<file path="config.mk">
export PLATFORM = sky130hd
export DESIGN_NAME = slp_lane_packer
export DESIGN_NICKNAME = d
export VERILOG_FILES = /design/src/core/slp_pair_packer.v /design/src/core/slp_lane_packer.v
export VERILOG_INCLUDE_DIRS = /design/src /design/src/inc
export SDC_FILE = /design/constraint.sdc
export NUM_CORES = 1
export LEC_CHECK = 0
export ABC_AREA = 1
export BUFFER_PORTS_ARGS = -buffer_cell sky130_fd_sc_hd__buf_2
export CORE_AREA = 2 2 346 348
export DETAILED_ROUTE_END_ITERATION = 10
export DIE_AREA = 0 0 348 350
export SETUP_SLACK_MARGIN = 0.05
export SYNTH_ARGS = -nofsm -noshare
export SYNTH_HDL_FRONTEND = slang
export SYNTH_SLANG_ARGS = --single-unit
</file>
<file path="constraint.sdc">
create_clock -name CLK_I -period 1.6 [get_ports CLK_I]
set_input_delay 0.24 -clock CLK_I [delete_from_list [all_inputs] [get_ports CLK_I]]
set_output_delay 0.24 -clock CLK_I [all_outputs]
set_load 0.02 [all_outputs]
</file>
<file path="src/inc/slp_map.vh">
// Constants for the sample lane packer: modes, variants, frame layout
`ifndef SLP_MAP_VH
`define SLP_MAP_VH
// ==================================================
// Link format codes
`define SLP_FMT_MODE0 1'h0
`define SLP_FMT_MODE1 1'h1
// ==================================================
// Part variants
`define SLP_VAR_SINGLE 2'h0
`define SLP_VAR_DUAL 2'h1
`define SLP_VAR_QUAD 2'h2
// ==================================================
// Frame layout
`define SLP_SAMPLE_W 9
`define SLP_SLOT_PAD 3'h0
`define SLP_TAIL 4'h0
`define SLP_MODE0_OCTETS 8
`define SLP_MODE1_OCTETS 2
`define SLP_LANES 8
`define SLP_FRAME_W 64
`define SLP_MODE0_SLOTS 5
// ==================================================
// Lane enable masks
`define SLP_EN_M0_QUAD 8'hFF
`define SLP_EN_M0_DUAL 8'h0F
`define SLP_EN_M0_SINGLE 8'h03
`define SLP_EN_M1_QUAD 8'h3F
`define SLP_EN_M1_DUAL 8'h07
`define SLP_EN_M1_SINGLE 8'h03
`endif

</file>
<file path="src/core/slp_pair_packer.v">
// Mode 1 packing of one channel pair onto three 16-bit lane frames
`include "slp_map.vh"
module slp_pair_packer (
  input wire [8:0] x0_i,
  input wire [8:0] x1_i,
  input wire [8:0] y0_i,
  input wire [8:0] y1_i,
  input wire y_en_i,
  output wire [15:0] lane0_o,
  output wire [15:0] lane1_o,
  output wire [15:0] lane2_o
);
  wire [8:0] y0_g;
  wire [8:0] y1_g;
  // Missing second channel sends zero octet
  assign y0_g = y_en_i ? y0_i : 9'h000;
  assign y1_g = y_en_i ? y1_i : 9'h000;
  assign lane0_o = {x0_i, `SLP_SLOT_PAD, x1_i[8:5]};
  assign lane1_o = {x1_i[4:0], `SLP_SLOT_PAD, y0_g[8:1]};
  assign lane2_o = {y0_g[0], `SLP_SLOT_PAD, y1_g, `SLP_SLOT_PAD};
endmodule

</file>
<file path="src/core/slp_lane_packer.v">
// Transport packer placing 9-bit samples into lane frames for link formats 0 and 1
// How it works
// - Format 0 uses 8, 4 or 2 lanes for quad, dual, single parts.
// - Format 0 lane frame: five 12-bit slots of sample plus three zeros, then tail.
// - Each channel uses a lane pair: even samples low lane, odd samples high lane.
// - Channel A lanes 0-1, B 2-3, C 4-5, D 6-7 on quad part only.
// - Format 1 uses 6, 3 or 2 lanes with two-octet lane frames.
// - Format 1 lane 0: A0 with three zeros, then A1 bits 8 to 5.
// - Lane 1: A1 bits 4-0, three zeros, B0 bits 8-1, zero on single part.
// - Lane 2: B0 bit 0, three zeros, B1 with three zeros.
// - Quad part repeats that split for C and D on lanes 3 to 5.
// - Tail nibbles and padding are always sent as zero.
// - Samples are placed MSB first, LSB last.
// - Lowest lanes are used, higher lanes powered down.
`include "slp_map.vh"
module slp_lane_packer (
  input wire CLK_I,
  input wire RST_I,
  input wire LINK_FORMAT_SELECT_I,
  input wire [1:0] PART_VARIANT_I,
  input wire FRAME_VALID_I,
  input wire [89:0] SAMPLES_A_I,
  input wire [89:0] SAMPLES_B_I,
  input wire [89:0] SAMPLES_C_I,
  input wire [89:0] SAMPLES_D_I,
  output reg [511:0] LANE_DATA_O,
  output reg [7:0] LANE_ENABLE_O,
  output reg FRAME_VALID_O
);
  // ==================================================
  // Samples: index n sits at bits [9n+8:9n]; format 1 uses n=0,1 only
  wire quad;
  wire multi;
  reg [7:0] en_d;
  reg [511:0] data_d;
  wire [63:0] m0_lane [0:7];
  wire [15:0] m1_lane [0:5];
  wire [359:0] all_ch;
  integer k;

  assign quad = (PART_VARIANT_I == `SLP_VAR_QUAD);
  assign multi = (PART_VARIANT_I != `SLP_VAR_SINGLE);
  assign all_ch = {SAMPLES_D_I, SAMPLES_C_I, SAMPLES_B_I, SAMPLES_A_I};

  // ==================================================
  // Format 0 lane frames
  genvar l;
  genvar s;
  generate
    for (l = 0; l < 8; l = l + 1) begin : g_m0
      wire [59:0] slots;
      for (s = 0; s < 5; s = s + 1) begin : g_slot
        // Lane l: channel l/2, sample 2s + l%2
        assign slots[59-12*s -: 12] =
          {all_ch[90*(l/2) + 9*(2*s + (l%2)) +: 9], `SLP_SLOT_PAD};
      end
      assign m0_lane[l] = {slots, `SLP_TAIL};
    end
  endgenerate

  // ==================================================
  // Format 1 lane frames
  slp_pair_packer u_ab (
    .x0_i(SAMPLES_A_I[8:0]),
    .x1_i(SAMPLES_A_I[17:9]),
    .y0_i(SAMPLES_B_I[8:0]),
    .y1_i(SAMPLES_B_I[17:9]),
    .y_en_i(multi),
    .lane0_o(m1_lane[0]),
    .lane1_o(m1_lane[1]),
    .lane2_o(m1_lane[2])
  );
  slp_pair_packer u_cd (
    .x0_i(SAMPLES_C_I[8:0]),
    .x1_i(SAMPLES_C_I[17:9]),
    .y0_i(SAMPLES_D_I[8:0]),
    .y1_i(SAMPLES_D_I[17:9]),
    .y_en_i(1'h1),
    .lane0_o(m1_lane[3]),
    .lane1_o(m1_lane[4]),
    .lane2_o(m1_lane[5])
  );

  // ==================================================
  // Lane selection and power-down
  always @* begin
    if (LINK_FORMAT_SELECT_I == `SLP_FMT_MODE0) begin
      case (PART_VARIANT_I)
        `SLP_VAR_QUAD: en_d = `SLP_EN_M0_QUAD;
        `SLP_VAR_DUAL: en_d = `SLP_EN_M0_DUAL;
        default: en_d = `SLP_EN_M0_SINGLE;
      endcase
    end else begin
      case (PART_VARIANT_I)
        `SLP_VAR_QUAD: en_d = `SLP_EN_M1_QUAD;
        `SLP_VAR_DUAL: en_d = `SLP_EN_M1_DUAL;
        default: en_d = `SLP_EN_M1_SINGLE;
      endcase
    end
  end

  // Format 1 frame is left-justified in each 64-bit lane word, rest zero
  always @* begin
    data_d = 512'h0;
    for (k = 0; k < 8; k = k + 1) begin
      if (en_d[k]) begin
        if (LINK_FORMAT_SELECT_I == `SLP_FMT_MODE0) begin
          data_d[64*k +: 64] = m0_lane[k];
        end else if (k < 6) begin
          data_d[64*k +: 64] = {m1_lane[k], 48'h0};
        end
      end
    end
  end

  // ==================================================
  // One register stage for every lane, so frames stay aligned
  always @(posedge CLK_I) begin
    if (RST_I) begin
      LANE_DATA_O <= 512'h0;
      LANE_ENABLE_O <= 8'h00;
      FRAME_VALID_O <= 1'b0;
    end else begin
      LANE_DATA_O <= FRAME_VALID_I ? data_d : 512'h0;
      LANE_ENABLE_O <= en_d;
      FRAME_VALID_O <= FRAME_VALID_I;
    end
  end
endmodule

</file>
==> run metrics <==
status complete, no violations; Critical Path, Cell by Cell buf_2; P per Cell Area around 1000 nW/um^2; Crit path max-delay family flip-flops; crit path max fanout 2; total gr overflow 0; root buffer cell clkbuf_16; initial antenna violation count 23; CP max stage delay ~0.43 ns; DIE WIDTH ~350 um; Net count, final just under 3000; synthesized-area fraction occupied by and/or/nand/nor cells between 10% and 20%; Max Cap Violations 0; vias in the first global route between 10000 and 15000; CTS Sinks between 300 and 400; largest net degree at the start of global routing 47; Final Hold Fails 0; htree depth 2; CP startpoint kind flop; antenna-violating nets left 0; Starting Density 10.51%; num ports between 800 and 900; crit share post-route between 90% and 100%; Setup crit end kind primary output; synth unique cells 20; DR iter-0 viols 774; number of post-CTS setup repair buffers 0; Post-DP HPWL ~64 mm; Area growth syn-to-layout 86.12%; min cycle time layout 1.474 ns; Pleak 12.68 nW; Post-Syn Instances ~1400; post-synthesis mux area share 0%; setup TNS 0 ns; main combinational cell family by area after synthesis buffers and inverters; Layout fillers 13009; overall routed net length 78.96 mm; clock buffer count from CTS 46; row cnt between 100 and 150; Critical Path RT between 1 and 1.5 ns; xor and xnor area share after synthesis 0%; CP max stage cell dfxtp_1; Yosys Warn Count 0; I/O Buffers approximately 750; RSZ-0062 raised after global routing false; Max Freq 678.2 MHz; die area roughly 120000 sq um; Post-Syn Area per Cell 8.602 sq um; vias per cell between 3 and 4; Total GRT Usage roughly an eighth; global-route wire length before repair 101.5 mm; prevailing post-synth register cell dfxtp_1; Yosys top cell area share 61.13%; mapped cell area ~12000 sq um; Synth Register Bits about 380; die height 350 um; Final setup viols 0; Core Area 117800 sq um; Data arrival, critical path about 1.2 ns; DR vias roughly 13000; DR WL/cell around 19 um; commonest cells in the netlist dfxtp_1 (378), inv_1 (340), nor2_1 (314); Pwr Total between 0.02 and 0.025 W; asr flop ratio synth 0%; peak supply drop ~0.00068 V; Post-synth EDFFs 0; CP Class flop to primary output; Area contributors post-synth dfxtp_1 (61%), inv_1 (10%), nor2_1 (9.5%), buf_4 (8.9%), nand2_1 (3.9%); CTS tree yes; Compound-Gate Fraction of Synth Area less than 1%; Reg clk slew, reported paths around 0.07 ns; drt drc 0; Post-Synth Adder-Cell Area less than 1%; WP buf/inv 1; sequential-to-total area share from yosys stat between 60% and 70%; drt first pass iters 5; Placer Congestion roughly 0.78; Hold Path Class input pin to flop; Slew Limit Fails 0; Max Root-Sink Buffers 3; count leader, synth dfxtp_1; fraction of layout cells with a size suffix above 1 33.84%; largest area contributor in the synthesized netlist dfxtp_1
-- worst paths after layout --
check,from,to,slack (ns),cells after the start
max,LANE_ENABLE_O[1]$_SDFF_PP0_,LANE_ENABLE_O[1],0.13,1
min,RST_I,LANE_ENABLE_O[3]$_SDFF_PP0_,0.05,3
-- kinds of logic after synthesis --
logic type	Yosys count
other	1
AOI/OAI and AO/OA	22
DFF	378
and+or+nand+nor	501
buffers and inverters	534
adders and majority gates	3
-- cell type report --
class / count / area, sq um / area share [%]
well taps: 1536 / 1922 / 8.342
clock inverters: 20 / 329.1 / 1.428
multi-input cells: 666 / 2710 / 11.76
clock buffers: 64 / 1299 / 5.637
repair buffers: 1158 / 7895 / 34.27
inverters: 341 / 1280 / 5.556
flip-flops and latches: 378 / 7569 / 32.85
diodes: 14 / 35.03 / 0.1521
-- sequential cells by signal (all words and copies together) (netlist names) --
signal	cells
LANE_ENABLE_O	5
LANE_DATA_O	372
FRAME_VALID_O	1
-- stage by stage --
step	utilization (%)	hold slack [ns]	setup slack (ns)	std cells	cell area (sq um)
final	19.56	0.04913	0.1256	4177	23040
after global routing	19.56	0.02765	0.05853	4174	23030
after CTS	19.53	0.003700	0.01055	4163	23000
after detailed placement	14.98	0.4582	0.1286	3708	17640
after global placement	14.98	0.4518	0.1363	3708	17640
after floorplan	-	0.3522	0.4134	1578	12900
-- power by group --
part | internal (W) | switching [W]
Sequential | 0.00959 | 0.0000573
Clock | 0.00686 | 0.00462
Combinational | 0.00124 | 0.00158
-- routing by layer --
layer  share of wire, %  wire length (um)  track usage [%]  vias up
met5              0.057                45                0        -
met4                2.9              2297            3.914        6
met3                 15             12230            8.377      128
met2                 44             34370            18.78      677
met1                 38             30020            13.32     5861
li1                   -                 -                -     6063
-- placed cells by master, fill, tap and decap left out, types with 3 or more instances in the layout --
cell type	synthesis	layout
clkbuf_8	0	8
and2_0	9	9
nor2_1	314	314
clkbuf_16	0	46
ha_1	3	3
buf_4	146	37
buf_2	27	738
nand2_1	129	128
nor2_2	21	21
nand3_1	16	14
conb_1	1	140
clkbuf_1	9	10
bufinv_16	0	7
inv_8	0	3
inv_1	340	340
inv_6	0	4
dlygate4sd3_1	0	371
nor3_1	9	9
buf_12	0	9
diode_2	0	14
a21oi_1	22	22
dfxtp_1	378	377
-- what timing repair did --
action | CTS | global route
endpoints found under the setup margin | 6 | 2
gates resized for setup | 8 | 2
hold buffers | 371 | 0
hold endpoints to repair | 368 | 0
pin swaps | 0 | 0
Note: power is estimated with default switching activity, not from simulation.
